## src/common/spism_pkg.sv

```systemverilog
// Constants shared by the slave-mode serial engine
`default_nettype none
package spism_pkg;

  // Data path
  localparam int unsigned BYTE_BITS  = 8;
  localparam int unsigned FIFO_DEPTH = 8;
  localparam int unsigned BIT_CNT_W  = 4;
  localparam int unsigned XFER_CNT_W = 16;

  // Bits per byte; a byte completes on the sample taken at bit count BIT_CNT_FULL - 1
  localparam logic [3:0] BIT_CNT_FULL = 4'h8;

  // Status flag positions in flag_status / flag_clear
  localparam int unsigned FLAG_COUNT     = 6;
  localparam int unsigned FLAG_TX_UNDER  = 0;
  localparam int unsigned FLAG_RX_OVER   = 1;
  localparam int unsigned FLAG_SEL_FAULT = 2;
  localparam int unsigned FLAG_SEL_START = 3;
  localparam int unsigned FLAG_SEL_END   = 4;
  localparam int unsigned FLAG_CNT_ZERO  = 5;

  // Values after reset, and the transfer counter step
  localparam logic [7:0]  BYTE_RESET   = 8'h00;
  localparam logic [15:0] XFER_CNT_RST = 16'h0000;
  localparam logic [15:0] XFER_CNT_ONE = 16'h0001;
  localparam logic [5:0]  FLAGS_RESET  = 6'h00;
  localparam logic [2:0]  SYNC_RESET   = 3'h0;

  // Select tracking
  typedef enum logic [0:0] {
    SPISM_SEL_IDLE,
    SPISM_SEL_ACTIVE
  } spism_sel_e;

endpackage : spism_pkg
`default_nettype wire

```

## src/rtl/spism_engine.sv

```systemverilog
// Slave-mode serial engine with transmit and receive queues
`timescale 1ns/10ps
`default_nettype none

////////////////////////////////////////////////////////////////////////////////
// Queue of WIDTH-bit words, DEPTH entries, valid/ready on both sides
module spism_fifo #(
  parameter int unsigned WIDTH = 8,
  parameter int unsigned DEPTH = 8
) (
  input  wire logic             mclk,
  input  wire logic             reset,
  input  wire logic             in_valid,
  output logic                  in_ready,
  input  wire logic [WIDTH-1:0] in_data,
  output logic                  out_valid,
  input  wire logic             out_ready,
  output logic      [WIDTH-1:0] out_data
);
  localparam int unsigned AW = $clog2(DEPTH);

  logic [WIDTH-1:0] mem_q [DEPTH];
  logic [AW-1:0]    wr_ptr_q;
  logic [AW-1:0]    rd_ptr_q;
  logic [AW:0]      count_q;
  logic             do_wr;
  logic             do_rd;

  assign in_ready  = (count_q != (AW+1)'(DEPTH));
  assign out_valid = (count_q != '0);
  assign out_data  = mem_q[rd_ptr_q];
  assign do_wr     = in_valid & in_ready;
  assign do_rd     = out_valid & out_ready;

  // Storage
  always_ff @(posedge mclk) begin
    if (do_wr) begin
      mem_q[wr_ptr_q] <= in_data;
    end
  end

  // Pointers and occupancy
  always_ff @(posedge mclk) begin
    if (reset) begin
      wr_ptr_q <= '0;
      rd_ptr_q <= '0;
      count_q  <= '0;
    end else begin
      if (do_wr) begin
        wr_ptr_q <= (wr_ptr_q == AW'(DEPTH - 1)) ? '0 : wr_ptr_q + AW'(1);
      end
      if (do_rd) begin
        rd_ptr_q <= (rd_ptr_q == AW'(DEPTH - 1)) ? '0 : rd_ptr_q + AW'(1);
      end
      if (do_wr && !do_rd) begin
        count_q <= count_q + (AW+1)'(1);
      end else if (do_rd && !do_wr) begin
        count_q <= count_q - (AW+1)'(1);
      end
    end
  end
endmodule : spism_fifo

////////////////////////////////////////////////////////////////////////////////
module spism_engine (
  input  wire logic        mclk,
  input  wire logic        reset,
  input  wire logic        sck_in,
  input  wire logic        ss_in,
  input  wire logic        sdi_in,
  output logic             sdo_out,
  output logic             sdo_oe,
  output logic             sck_out,
  output logic             sck_out_oe,
  input  wire logic        sck_split,
  input  wire logic        pin_direction_bit,
  input  wire logic        pin_latch_bit,
  input  wire logic        tx_data_required,
  input  wire logic        rx_data_required,
  input  wire logic        select_polarity,
  input  wire logic        select_force,
  input  wire logic        clock_polarity_sel,
  input  wire logic        clock_edge_sel,
  input  wire logic        tx_valid,
  output logic             tx_ready,
  input  wire logic [7:0]  tx_data,
  output logic             rx_valid,
  input  wire logic        rx_ready,
  output logic      [7:0]  rx_data,
  input  wire logic        count_load,
  input  wire logic [7:0]  transfer_count_low,
  output logic      [15:0] transfer_count,
  output logic             tx_fifo_empty_flag,
  output logic      [5:0]  flag_status,
  input  wire logic [5:0]  flag_clear
);

  //////////////////////////////////////////////////////////////////////////////
  // Declarations
  logic [2:0]              sck_sync_q;
  logic [1:0]              ss_sync_q;
  logic [1:0]              sdi_sync_q;
  spism_pkg::spism_sel_e   sel_q;
  logic                    sel_act;
  logic                    sel_rise;
  logic                    sel_fall;
  logic                    sck_lead;
  logic                    sck_trail;
  logic                    sample_ev;
  logic                    shift_ev;
  logic [3:0]              bit_cnt_q;
  logic                    loaded_q;
  logic                    load_now;
  logic                    byte_done;
  logic [7:0]              tx_sh_q;
  logic [7:0]              rx_sh_q;
  logic [7:0]              rx_byte;
  logic [7:0]              last_rx_q;
  logic [15:0]             xfer_cnt_q;
  logic [5:0]              flags_q;
  logic [5:0]              flag_set;
  logic                    txq_valid;
  logic [7:0]              txq_data;
  logic                    txq_pop;
  logic                    src_q;
  logic                    src_fifo;
  logic                    first_sample;
  logic                    rxq_ready;
  logic                    rxq_push;
  logic                    sdo_out_q;
  logic                    sdo_oe_q;
  logic                    sck_out_q;

  //////////////////////////////////////////////////////////////////////////////
  // Pin synchronisers
  always_ff @(posedge mclk) begin
    if (reset) begin
      sck_sync_q <= spism_pkg::SYNC_RESET;
      ss_sync_q  <= spism_pkg::SYNC_RESET[1:0];
      sdi_sync_q <= spism_pkg::SYNC_RESET[1:0];
    end else begin
      sck_sync_q <= {sck_sync_q[1:0], sck_in ^ clock_polarity_sel};
      ss_sync_q  <= {ss_sync_q[0], ss_in};
      sdi_sync_q <= {sdi_sync_q[0], sdi_in};
    end
  end

  // Effective select
  assign sel_act = select_force | (select_polarity ? ~ss_sync_q[1] : ss_sync_q[1]);

  always_ff @(posedge mclk) begin
    if (reset) begin
      sel_q <= spism_pkg::SPISM_SEL_IDLE;
    end else begin
      sel_q <= sel_act ? spism_pkg::SPISM_SEL_ACTIVE : spism_pkg::SPISM_SEL_IDLE;
    end
  end

  assign sel_rise = sel_act & (sel_q == spism_pkg::SPISM_SEL_IDLE);
  assign sel_fall = ~sel_act & (sel_q == spism_pkg::SPISM_SEL_ACTIVE);

  // Clock edges, qualified by select
  assign sck_lead  = sel_act & sck_sync_q[1] & ~sck_sync_q[2];
  assign sck_trail = sel_act & ~sck_sync_q[1] & sck_sync_q[2];
  assign sample_ev = clock_edge_sel ? sck_lead : sck_trail;
  assign shift_ev  = clock_edge_sel ? sck_trail : sck_lead;

  //////////////////////////////////////////////////////////////////////////////
  // Bit sequencing
  assign load_now  = sel_act & ~loaded_q & (bit_cnt_q == '0);
  assign byte_done = sample_ev & (bit_cnt_q == spism_pkg::BIT_CNT_FULL - 4'h1);
  assign rx_byte   = {rx_sh_q[6:0], sdi_sync_q[1]};

  always_ff @(posedge mclk) begin
    if (reset) begin
      bit_cnt_q <= '0;
      loaded_q  <= 1'b0;
    end else if (!sel_act) begin
      bit_cnt_q <= '0;
      loaded_q  <= 1'b0;
    end else if (byte_done) begin
      bit_cnt_q <= '0;
      loaded_q  <= 1'b0;
    end else begin
      if (sample_ev) begin
        bit_cnt_q <= bit_cnt_q + 4'h1;
      end
      if (load_now) begin
        loaded_q <= 1'b1;
      end
    end
  end

  // Transmit shifter; pop and underflow commit at the first sample of a byte
  always_ff @(posedge mclk) begin
    if (reset) begin
      src_q <= 1'b0;
    end else if (load_now) begin
      src_q <= txq_valid;
    end
  end

  assign src_fifo     = load_now ? txq_valid : src_q;
  assign first_sample = sample_ev & (bit_cnt_q == '0);
  assign txq_pop      = first_sample & tx_data_required & src_fifo;

  always_ff @(posedge mclk) begin
    if (reset) begin
      tx_sh_q <= spism_pkg::BYTE_RESET;
    end else if (load_now) begin
      tx_sh_q <= txq_valid ? txq_data : last_rx_q;
    end else if (shift_ev && bit_cnt_q != '0) begin
      tx_sh_q <= {tx_sh_q[6:0], 1'b0};
    end
  end

  // Receive shifter and last byte
  always_ff @(posedge mclk) begin
    if (reset) begin
      rx_sh_q   <= spism_pkg::BYTE_RESET;
      last_rx_q <= spism_pkg::BYTE_RESET;
    end else begin
      if (sample_ev) begin
        rx_sh_q <= rx_byte;
      end
      if (byte_done) begin
        last_rx_q <= rx_byte;
      end
    end
  end

  assign rxq_push = byte_done & rx_data_required;

  //////////////////////////////////////////////////////////////////////////////
  // Transfer counter
  always_ff @(posedge mclk) begin
    if (reset) begin
      xfer_cnt_q <= spism_pkg::XFER_CNT_RST;
    end else if (count_load) begin
      xfer_cnt_q <= {8'h00, transfer_count_low};
    end else if (byte_done) begin
      xfer_cnt_q <= xfer_cnt_q - spism_pkg::XFER_CNT_ONE;
    end
  end

  //////////////////////////////////////////////////////////////////////////////
  // Status flags, set wins over clear
  always_comb begin
    flag_set = '0;
    flag_set[spism_pkg::FLAG_TX_UNDER]  = first_sample & tx_data_required & ~src_fifo;
    flag_set[spism_pkg::FLAG_RX_OVER]   = rxq_push & ~rxq_ready;
    flag_set[spism_pkg::FLAG_SEL_FAULT] = sel_fall & ~select_force &
                                          ((bit_cnt_q != '0) | ~xfer_cnt_q[15] & (xfer_cnt_q != '0));
    flag_set[spism_pkg::FLAG_SEL_START] = sel_rise;
    flag_set[spism_pkg::FLAG_SEL_END]   = sel_fall;
    flag_set[spism_pkg::FLAG_CNT_ZERO]  = byte_done & ~count_load &
                                          (xfer_cnt_q == spism_pkg::XFER_CNT_ONE);
  end

  always_ff @(posedge mclk) begin
    if (reset) begin
      flags_q <= spism_pkg::FLAGS_RESET;
    end else begin
      flags_q <= flag_set | (flags_q & ~flag_clear);
    end
  end

  //////////////////////////////////////////////////////////////////////////////
  // Serial data and forwarded clock pins
  always_ff @(posedge mclk) begin
    if (reset) begin
      sdo_out_q <= 1'b0;
      sdo_oe_q  <= 1'b0;
      sck_out_q <= 1'b0;
    end else begin
      if (!pin_direction_bit) begin
        sdo_oe_q  <= 1'b1;
        sdo_out_q <= sel_act ? tx_sh_q[7] : pin_latch_bit;
      end else begin
        sdo_oe_q  <= tx_data_required & sel_act;
        sdo_out_q <= tx_sh_q[7];
      end
      sck_out_q <= sck_sync_q[1] ^ clock_polarity_sel;
    end
  end

  assign sdo_out    = sdo_out_q;
  assign sdo_oe     = sdo_oe_q;
  assign sck_out    = sck_out_q;
  assign sck_out_oe = sck_split;

  //////////////////////////////////////////////////////////////////////////////
  // Queues
  spism_fifo #(
    .WIDTH (spism_pkg::BYTE_BITS),
    .DEPTH (spism_pkg::FIFO_DEPTH)
  ) u_txq (
    .mclk      (mclk),
    .reset     (reset),
    .in_valid  (tx_valid),
    .in_ready  (tx_ready),
    .in_data   (tx_data),
    .out_valid (txq_valid),
    .out_ready (txq_pop),
    .out_data  (txq_data)
  );

  spism_fifo #(
    .WIDTH (spism_pkg::BYTE_BITS),
    .DEPTH (spism_pkg::FIFO_DEPTH)
  ) u_rxq (
    .mclk      (mclk),
    .reset     (reset),
    .in_valid  (rxq_push),
    .in_ready  (rxq_ready),
    .in_data   (rx_byte),
    .out_valid (rx_valid),
    .out_ready (rx_ready),
    .out_data  (rx_data)
  );

  assign transfer_count     = xfer_cnt_q;
  assign tx_fifo_empty_flag = ~txq_valid;
  assign flag_status        = flags_q;

endmodule : spism_engine
`default_nettype wire

```

## config.mk

```make
export PLATFORM = sky130hd
export DESIGN_NAME = spism_engine
export DESIGN_NICKNAME = d
export VERILOG_FILES = /design/src/common/spism_pkg.sv /design/src/rtl/spism_engine.sv
export SDC_FILE = /design/constraint.sdc
export NUM_CORES = 1
export LEC_CHECK = 0
export BUFFER_PORTS_ARGS = -buffer_cell sky130_fd_sc_hd__buf_2
export CORE_UTILIZATION = 55
export DETAILED_ROUTE_END_ITERATION = 8
export GPL_TIMING_DRIVEN = 0
export PLACE_DENSITY = 0.76
export SYNTH_ARGS = -nofsm -noshare
export SYNTH_HDL_FRONTEND = slang
export SYNTH_SLANG_ARGS = --single-unit
```

## constraint.sdc

```tcl
create_clock -name mclk -period 7.6 [get_ports mclk]
set_input_delay 0.76 -clock mclk [delete_from_list [all_inputs] [get_ports mclk]]
set_output_delay 0.76 -clock mclk [all_outputs]
set_load 0.1 [all_outputs]
```

==> results of run 1 <==
## layout by cell type (no fill, tap or decap), drive strengths merged, types with 10 or more instances in the layout
| cell type | n |
|---|---|
| edfxtp | 128 |
| mux2i | 14 |
| ha | 18 |
| clkbuf | 54 |
| mux4 | 32 |
| or3 | 10 |
| or4 | 18 |
| a21oi | 54 |
| buf | 88 |
| nor2b | 11 |
| nor2 | 35 |
| dfxtp | 88 |
| mux2 | 11 |
| inv | 17 |
| nand2 | 58 |
## registers in the layout, indices dropped and copies added, names as in the netlist, 3 cells and up, named ones only
name / count
u_txq.rd_ptr_q: 3
u_txq.mem_q: 64
u_rxq.wr_ptr_q: 3
u_txq.count_q: 4
bit_cnt_q: 4
u_txq.wr_ptr_q: 3
u_rxq.mem_q: 64
tx_sh_q: 8
u_rxq.rd_ptr_q: 3
sck_sync_q: 3
last_rx_q: 8
flag_status: 6
transfer_count: 16
u_rxq.count_q: 4
rx_sh_q: 7
## Yosys cell counts (10+ instances only)
cell type and n:
sky130_fd_sc_hd__mux4_2 32, sky130_fd_sc_hd__inv_1 17, sky130_fd_sc_hd__nor2_1 35, sky130_fd_sc_hd__mux2_2 11, sky130_fd_sc_hd__nor2b_1 11, sky130_fd_sc_hd__clkbuf_1 25, sky130_fd_sc_hd__edfxtp_1 128, sky130_fd_sc_hd__or3_1 10
sky130_fd_sc_hd__dfxtp_1 88, sky130_fd_sc_hd__nand2_1 58, sky130_fd_sc_hd__a21oi_1 54, sky130_fd_sc_hd__mux2i_1 14, sky130_fd_sc_hd__ha_1 18, sky130_fd_sc_hd__or4_1 18
## worst paths after layout
path | from | to | slack (ns)
max | flip-flop | rx_data[5] | 3.75
min | ss_sync_q[0]$_SDFF_PP0_ | ss_sync_q[1]$_SDFF_PP0_ | 0.45
max reg2reg | bit_cnt_q[0]$_SDFFE_PP0P_ | u_txq.count_q[3]$_SDFFE_PP0P_ | 3.85
min reg2reg | ss_sync_q[0]$_SDFF_PP0_ | ss_sync_q[1]$_SDFF_PP0_ | 0.45
## layer usage
metal | routed length, um | vias up | GRT usage (%) | share of wire, %
met5 | 0 | - | 0 | 0
li1 | - | 2739 | - | -
met4 | 398 | 0 | 7.32 | 2.1
met3 | 613 | 24 | 3.14 | 3.2
met2 | 9510 | 139 | 40.6 | 50
met1 | 8370 | 2893 | 30.8 | 44
## power groups by stage
stage	Sequential, mW	Clock [mW]	Combinational (mW)
2_1_floorplan	1.36	0	0.196
3_3_place_gp	1.33	0	0.294
3_5_place_dp	1.33	0	0.309
4_1_cts	1.30	1.20	0.313
5_1_grt	1.31	1.24	0.338
6_report	1.31	1.18	0.315
## area by class of cell
type / count / area share [%]
Buffer: 37 / 1.46
Timing Repair Buffer: 76 / 3.70
Inverter: 19 / 0.681
Sequential cell: 216 / 53.5
Clock inverter: 11 / 1.49
Tap cell: 216 / 2.58
Multi-Input combinational cell: 393 / 30.2
Clock buffer: 29 / 6.30
## cell families (layout without fill, tap and decap cells)
family / after synthesis / count (layout)
AO/OA/AOI/OAI: 120 / 120
XOR/XNOR: 9 / 9
adder cells (fa/ha/maj): 20 / 20
buffers and inverters: 56 / 172
flip-flops: 216 / 216
multiplexers: 57 / 57
AND/OR/NAND/NOR: 187 / 187
## critical path: stages (launching register included)
cell and delay, ns:
sky130_fd_sc_hd__dfxtp_1 0.30, sky130_fd_sc_hd__clkbuf_1 0.40, sky130_fd_sc_hd__buf_1 0.70, sky130_fd_sc_hd__mux4_2 0.61, sky130_fd_sc_hd__mux2_2 0.28, sky130_fd_sc_hd__buf_2 0.29
==> parameters.txt, run 1 <==
Parameter                              Value

Floorplan
  Area of the placeable core ... 15900 um^2
  Row count ... 46
  Effective utilization at floorplan ... 56.3%
  Width of the chip ... 130 um
  Die ar. ... 16800 um^2
  Number of primary I/O pins ... 76
  Die outline height ... 130 um

Setup path
  Setup crit end kind ... output pin
  Worst Path Arrival ... 3.09 ns
  Required time of the worst setup path ... 6.84 ns
  Type of the worst setup path ... flip-flop to output pin
  Largest fanout of any net on the critical path ... 10
  Number of cells on the worst reg-to-reg path ... 13
  Startpoint kind of the worst setup timing path ... flip-flop

Flow run
  Max-cap viol count ... 0

Global route
  Number of global-route vias before repair ... 5844
  Final global-route overflow total ... 0
  Initial antenna violation count ... 1
  Total routing usage reported by global routing ... 23.4%
  Maximum number of pins on one net before global-route repair ... 16
  Wire length of the first global-routing pass ... slightly above 30000 um

Final layout
  Seq. cell area ... 5610 um^2
  Non-filler cells in the finished layout ... 997
  Area grow syn2layout ... 17.0%
  Design Area, Final ... between 10000 and 15000 um^2
  Final nets ... 824
  Share of post-route cells with drive strength above 1 ... 22.5%
  # diodes ... 0
  Post-route core utilization ... 65.9%
  Area used by multi-input combinational logic ... 3170 um^2
  Number of fillers in the final layout ... between 1000 and 1500

Place
  Total cell area at the placement stage ... 9630 um^2
  Setup WS pre-CTS ... around 3.4 ns
  HPWL after DPL ... about 13000 um
  Cell Count Post-Placement ... 957
  Routability Congestion ... 0.844
  Port Buf Inserts ... 73

Timing
  Peak Freq ... between 200 and 300 MHz
  Post-route setup slack ... 3.75 ns
  Worst slew margin ... 17.8%
  Final critical path time including I/O delays and setup ... 3.85 ns
  Hold Violations, Final ... 0
  Measured slew at the worst slew-check pin ... 1.22 ns
  Hold slack ... about 0.45 ns
  Fin crit share ... 50.6%
  Unrepaired setup endpoints after global routing ... no
  Count of endpoints failing setup in the final report ... 0
  Summed negative setup slack over all endpoints ... 0 ns
  Max-slew violations ... 0
  Maximum clock skew at final layout ... 0.0112 ns

Clock network
  Number of CTS-inserted buffers ... 22
  Number of instances resized during post-cts repair ... 0
  Hold bufs inserted after CTS ... 0
  Cell at the root of the clock tree ... sky130_fd_sc_hd__clkbuf_16
  Clk pin slew, worst setup/hold paths ... 0.06 ns
  CTS max path bufs ... 3
  Clock latency reported for the late side of the worst-skew pair ... 0.50 ns
  TritonCTS clock tree ... yes
  CTS H-tree depth ... 1
  CTS sink count ... 216
  Total setup buffers inserted after CTS ... 0

Detailed routing
  Vias per cell ... 5.81
  Number of design rule violations left after detail routing ... 0
  Number of nets still failing antenna checks after routing ... 0
  Per-cell routed wire length ... 19.0 um
  Total via count in the routed design ... 5795
  First-pass iteration count of the detailed router ... 5
  Starting DRC count in detailed routing ... 496
  Total length of routed wires ... 18900 um

Logic synthesis
  Number of register bits inferred by synthesis ... 216
  Synthesized-area fraction occupied by and/or/nand/nor cells ... 11.1%
  Syn_nets ... 724
  Largest family of logic cells by synthesized area ... simple AND/OR/NAND/NOR gates
  Adder and majority gate portion of the synthesized area ... 2.97%
  Number of warnings reported in the yosys synthesis log ... 0
  Share of synthesized area occupied by flip-flops and latches ... 62.7%
  Number of distinct library cells after synthesis ... between 50 and 60
  Average instance area after synthesis ... 13.5 um^2
  Area share of xor/xnor cells in the synthesized design ... 0.881%
  Compound-cell area share of the yosys netlist ... about 9%
  Cells after Synth ... 665
  Flip-flop cell with the highest count after synthesis ... sky130_fd_sc_hd__edfxtp_1
  Cell type with the highest aggregate area in the netlist ... sky130_fd_sc_hd__edfxtp_1
  Area contributors post-synth ... sky130_fd_sc_hd__edfxtp_1 (43%), sky130_fd_sc_hd__dfxtp_1 (20%), sky130_fd_sc_hd__mux4_2 (8.1%), sky130_fd_sc_hd__a21oi_1 (3.0%), sky130_fd_sc_hd__ha_1 (2.5%)
  Synth Cell Area ... between 8000 and 9000 um^2
  Ys async rst share ... 0%
  Fraction of synthesized area in multiplexers ... 11.0%
  Top cell type's share of synthesized area ... 43.0%
  EDFF count, synth ... 128

Power
  Total chip power ... between 2 and 3 mW
  Power density normalized to cell area ... roughly 270 nW/um^2
  Standby leakage power ... 3.69 nW
  Net Sw Power ... ~690 uW
  Sequential fraction of design power ... 46.6%
  Relative contribution of combinational cells to total power ... between 10% and 20%
  P_int ... 2.12 mW
  Switching Fraction ... 24.6%
  Clk pwr share ... 42.2%
  Max IR drop VDD ... 0.283 mV

Hold path
  Depth of the worst hold-timing path ... 1
  Kind of path behind the tightest hold check ... flip-flop to flip-flop

Run status
  Result of the run ... complete, no violations
(Power assumes the default switching activity.)
==> inputs of run 2 (changes only) <==
--- a/config.mk
+++ b/config.mk
@@ -5,11 +5,12 @@
 export SDC_FILE = /design/constraint.sdc
 export NUM_CORES = 1
 export LEC_CHECK = 0
+export ABC_AREA = 1
 export BUFFER_PORTS_ARGS = -buffer_cell sky130_fd_sc_hd__buf_2
-export CORE_UTILIZATION = 55
+export CORE_UTILIZATION = 54
 export DETAILED_ROUTE_END_ITERATION = 8
 export GPL_TIMING_DRIVEN = 0
-export PLACE_DENSITY = 0.76
+export PLACE_DENSITY = 0.78
 export SYNTH_ARGS = -nofsm -noshare
 export SYNTH_HDL_FRONTEND = slang
 export SYNTH_SLANG_ARGS = --single-unit
==> constraint.sdc (replaced) <==
create_clock -name mclk -period 3.48 [get_ports mclk]
set_input_delay 0.348 -clock mclk [delete_from_list [all_inputs] [get_ports mclk]]
set_output_delay 0.348 -clock mclk [all_outputs]
set_load 0.1 [all_outputs]
==> run 2 against run 1 <==
Core utilization fell by 3.1 points. Non-clock buffer count is 2 higher. Sequential power is 120% higher. Synthesized cell count grew 51%. Critical path depth increased by 2. Hold slack worse by 0.38 ns. Clock-buffer cell count rose by 4. Critical path type unchanged. Critical endpoint is now rx_data[0]. Largest cell class unchanged. Largest power group unchanged.
==> parameters.txt, run 2 <==
Parameter                              Value

Clock network
  Clock latency reported for the late side of the worst-skew pair ... 0.50 ns
  Clk pin slew, worst setup/hold paths ... 0.06 ns
  Number of CTS-inserted buffers ... 22
  CTS sink count ... 216
  Total setup buffers inserted after CTS ... 0
  CTS max path bufs ... 3
  CTS H-tree depth ... 1
  Cell at the root of the clock tree ... sky130_fd_sc_hd__clkbuf_16
  Number of instances resized during post-cts repair ... 0
  Hold bufs inserted after CTS ... 0
  TritonCTS clock tree ... yes

Final layout
  Commonest cells after routing, fill and taps aside ... sky130_fd_sc_hd__nand2_1 (245), sky130_fd_sc_hd__nor2_1 (139), sky130_fd_sc_hd__edfxtp_1 (128), sky130_fd_sc_hd__nand3_1 (102), sky130_fd_sc_hd__dfxtp_1 (88)
  # diodes ... 0
  Design Area, Final ... 10800 um^2
  Number of fillers in the final layout ... 1386
  Share of post-route cells with drive strength above 1 ... 14.4%
  Most frequent standard cell in the layout excluding fill and tap cells ... sky130_fd_sc_hd__nand2_1
  Area grow syn2layout ... 14.4%
  Final nets ... around 1200

Logic synthesis
  Top cell type's share of synthesized area ... about 41%
  Average instance area after synthesis ... around 9.4 um^2
  Area contributors post-synth ... sky130_fd_sc_hd__edfxtp_1 (41%), sky130_fd_sc_hd__dfxtp_1 (19%), sky130_fd_sc_hd__nand2_1 (9.7%), sky130_fd_sc_hd__nor2_1 (5.5%), sky130_fd_sc_hd__nand3_1 (5.4%)
  Number of warnings reported in the yosys synthesis log ... 0
  Number of register bits inferred by synthesis ... around 220
  Ys async rst share ... 0%
  Most frequent cell after synthesis ... sky130_fd_sc_hd__nand2_1
  Syn_nets ... 1063
  Number of distinct library cells after synthesis ... 38
  Synth Cell Area ... 9470 um^2
  EDFF count, synth ... 128
  Most common library cells after synthesis ... sky130_fd_sc_hd__nand2_1 (245), sky130_fd_sc_hd__nor2_1 (139), sky130_fd_sc_hd__edfxtp_1 (128)
  Flip-flop cell with the highest count after synthesis ... sky130_fd_sc_hd__edfxtp_1
  Share of synthesized area occupied by flip-flops and latches ... 59.2%
  Cells after Synth ... 1004
  Cell type with the highest aggregate area in the netlist ... sky130_fd_sc_hd__edfxtp_1

Global route
  Wire length of the first global-routing pass ... around 34000 um
  Maximum number of pins on one net before global-route repair ... 15
  Total routing usage reported by global routing ... 23.7%
  Initial antenna violation count ... 0
  Final global-route overflow total ... 0
  Number of global-route vias before repair ... 6816

Place
  Routability Congestion ... 0.862
  Port Buf Inserts ... 73
  Setup WS pre-CTS ... 0.721 ns
  Total cell area at the placement stage ... 10100 um^2
  HPWL after DPL ... 14400 um

Detailed routing
  Starting DRC count in detailed routing ... 566
  First-pass iteration count of the detailed router ... 5
  Number of nets still failing antenna checks after routing ... 0
  Total length of routed wires ... 20900 um
  Detail Route met3 WL ... 1000 um
  Number of design rule violations left after detail routing ... 0
  Top metal layer carrying routed signals ... met4
  Vias per cell ... 5.42
  Met2 WL ... ~10000 um
  Per-cell routed wire length ... 15.6 um
  Total via count in the routed design ... a little over 7000
  Sum of routed wire segments on met1 ... 9110 um

Timing
  Unrepaired setup endpoints after global routing ... no
  Fin crit share ... between 80 and 90%
  Worst slew margin ... between 40% and 50%
  Max-slew violations ... 0
  Final critical path time including I/O delays and setup ... between 2 and 3 ns
  Peak Freq ... 354 MHz
  Maximum clock skew at final layout ... 0.0121 ns
  Count of endpoints failing setup in the final report ... 0
  Post-route setup slack ... roughly 0.66 ns
  Summed negative setup slack over all endpoints ... 0 ns
  Measured slew at the worst slew-check pin ... between 0.8 and 0.9 ns
  Hold Violations, Final ... 0

Floorplan
  Die outline height ... 134 um
  Row count ... 48
  Number of primary I/O pins ... 76
  Width of the chip ... 134 um
  Effective utilization at floorplan ... between 50% and 60%
  Area of the placeable core ... 17200 um^2
  Die ar. ... 18100 um^2

Setup path
  CP Buf/Inv Count ... 3
  Worst reg2reg setup slack ... 0.80 ns
  Type of the worst setup path ... flip-flop to output pin
  Setup crit end kind ... output pin
  Worst Path Arrival ... 2.47 ns
  Reg-to-reg startpoint ... bit_cnt_q[0]$_SDFFE_PP0P_
  Peak per-stage delay on the critical path ... 0.48 ns
  Largest fanout of any net on the critical path ... 10
  FF-to-FF End ... u_txq.count_q[3]$_SDFFE_PP0P_
  Cell with the largest stage delay on the worst path ... sky130_fd_sc_hd__clkbuf_1
  Required time of the worst setup path ... 3.13 ns
  Cell class contributing the biggest share of worst-path delay ... buffers and inverters
  Startpoint kind of the worst setup timing path ... flip-flop
  Sequence of cells on the critical path ... inv_1, clkbuf_1, nor2_1, o32ai_1, nand2_1, nand2_1, buf_2
  Most frequent cell on the critical path ... sky130_fd_sc_hd__nand2_1
  Number of cells on the worst reg-to-reg path ... 16

Power
  Standby leakage power ... approximately 4.5 nW
  Max IR drop VDD ... 0.673 mV
  Total chip power ... 6.94 mW
  Power density normalized to cell area ... ~640 nW/um^2

Hold path
  Worst min-delay path endpoint ... ss_sync_q[0]$_SDFF_PP0_
  Hold_sp ... ss_in
  Kind of path behind the tightest hold check ... input port to flip-flop
  Depth of the worst hold-timing path ... 3

Run status
  Result of the run ... complete, no violations

Flow run
  Max-cap viol count ... 0
run 2: cell families after synthesis:
family	synth area share, %
simple gates	24.9
flops	59.2
compound gates	7.16
buf+inv	5.02
fa+ha+maj	2.80
xor+xnor	0.925
run 2: worst register-to-register path: cells and delay by family, from the launching register on:
kind                     cells  cell delay [ns]
AO/OA/AOI/OAI                6             0.85
adder cells (fa/ha/maj)      3             0.64
AND/OR/NAND/NOR              5             0.54
flip-flops                   1             0.33
buffers and inverters        2             0.21
run 2: worst max path at each step:
stage / from / to / depth (start not counted) / slack [ns]
4_1_cts: flip-flop / rx_data[3] / 7 / 0.64
3_3_place_gp: select_polarity / u_txq.count_q[3]$_SDFFE_PP0P_ / 16 / 0.80
2_1_floorplan: u_txq.count_q[0]$_SDFFE_PP0P_ / u_txq.count_q[3]$_SDFFE_PP0P_ / 13 / 0.41
3_5_place_dp: select_polarity / u_txq.count_q[3]$_SDFFE_PP0P_ / 16 / 0.72
6_report: flip-flop / rx_data[0] / 7 / 0.66
5_1_grt: flip-flop / rx_data[3] / 7 / 0.45
run 2: layout make-up:
type,instances,area (um^2),share of cell area [%]
multi-input combinational,679,3390,31.3
sequential,216,5610,51.8
clock buffer,33,677,6.25
clock inverter,7,36.3,0.335
inverter,67,251,2.32
buffer,42,224,2.07
tap,225,282,2.60
timing repair buffer,73,365,3.37
run 2: metrics by stage:
step,hold slack (ns),cells,util (%)
2_1_floorplan,0.388,1004,-
3_3_place_gp,0.391,1302,58.7
3_5_place_dp,0.399,1302,58.7
4_1_cts,0.0543,1342,62.8
5_1_grt,0.0663,1342,62.8
6_report,0.0627,1342,62.8
run 2: where the power goes:
part           internal (mW)  switching, mW
logic                  0.407           1.34
registers               2.82         0.0836
clock network           1.35          0.935
total                   4.58           2.36
run 2: per-layer routing:
metal | vias to the layer above | GRT usage (%)
met4 | 0 | 8.24
li1 | 3576 | -
met2 | 223 | 40.7
met1 | 3423 | 30.7
met5 | - | 0
met3 | 45 | 3.29
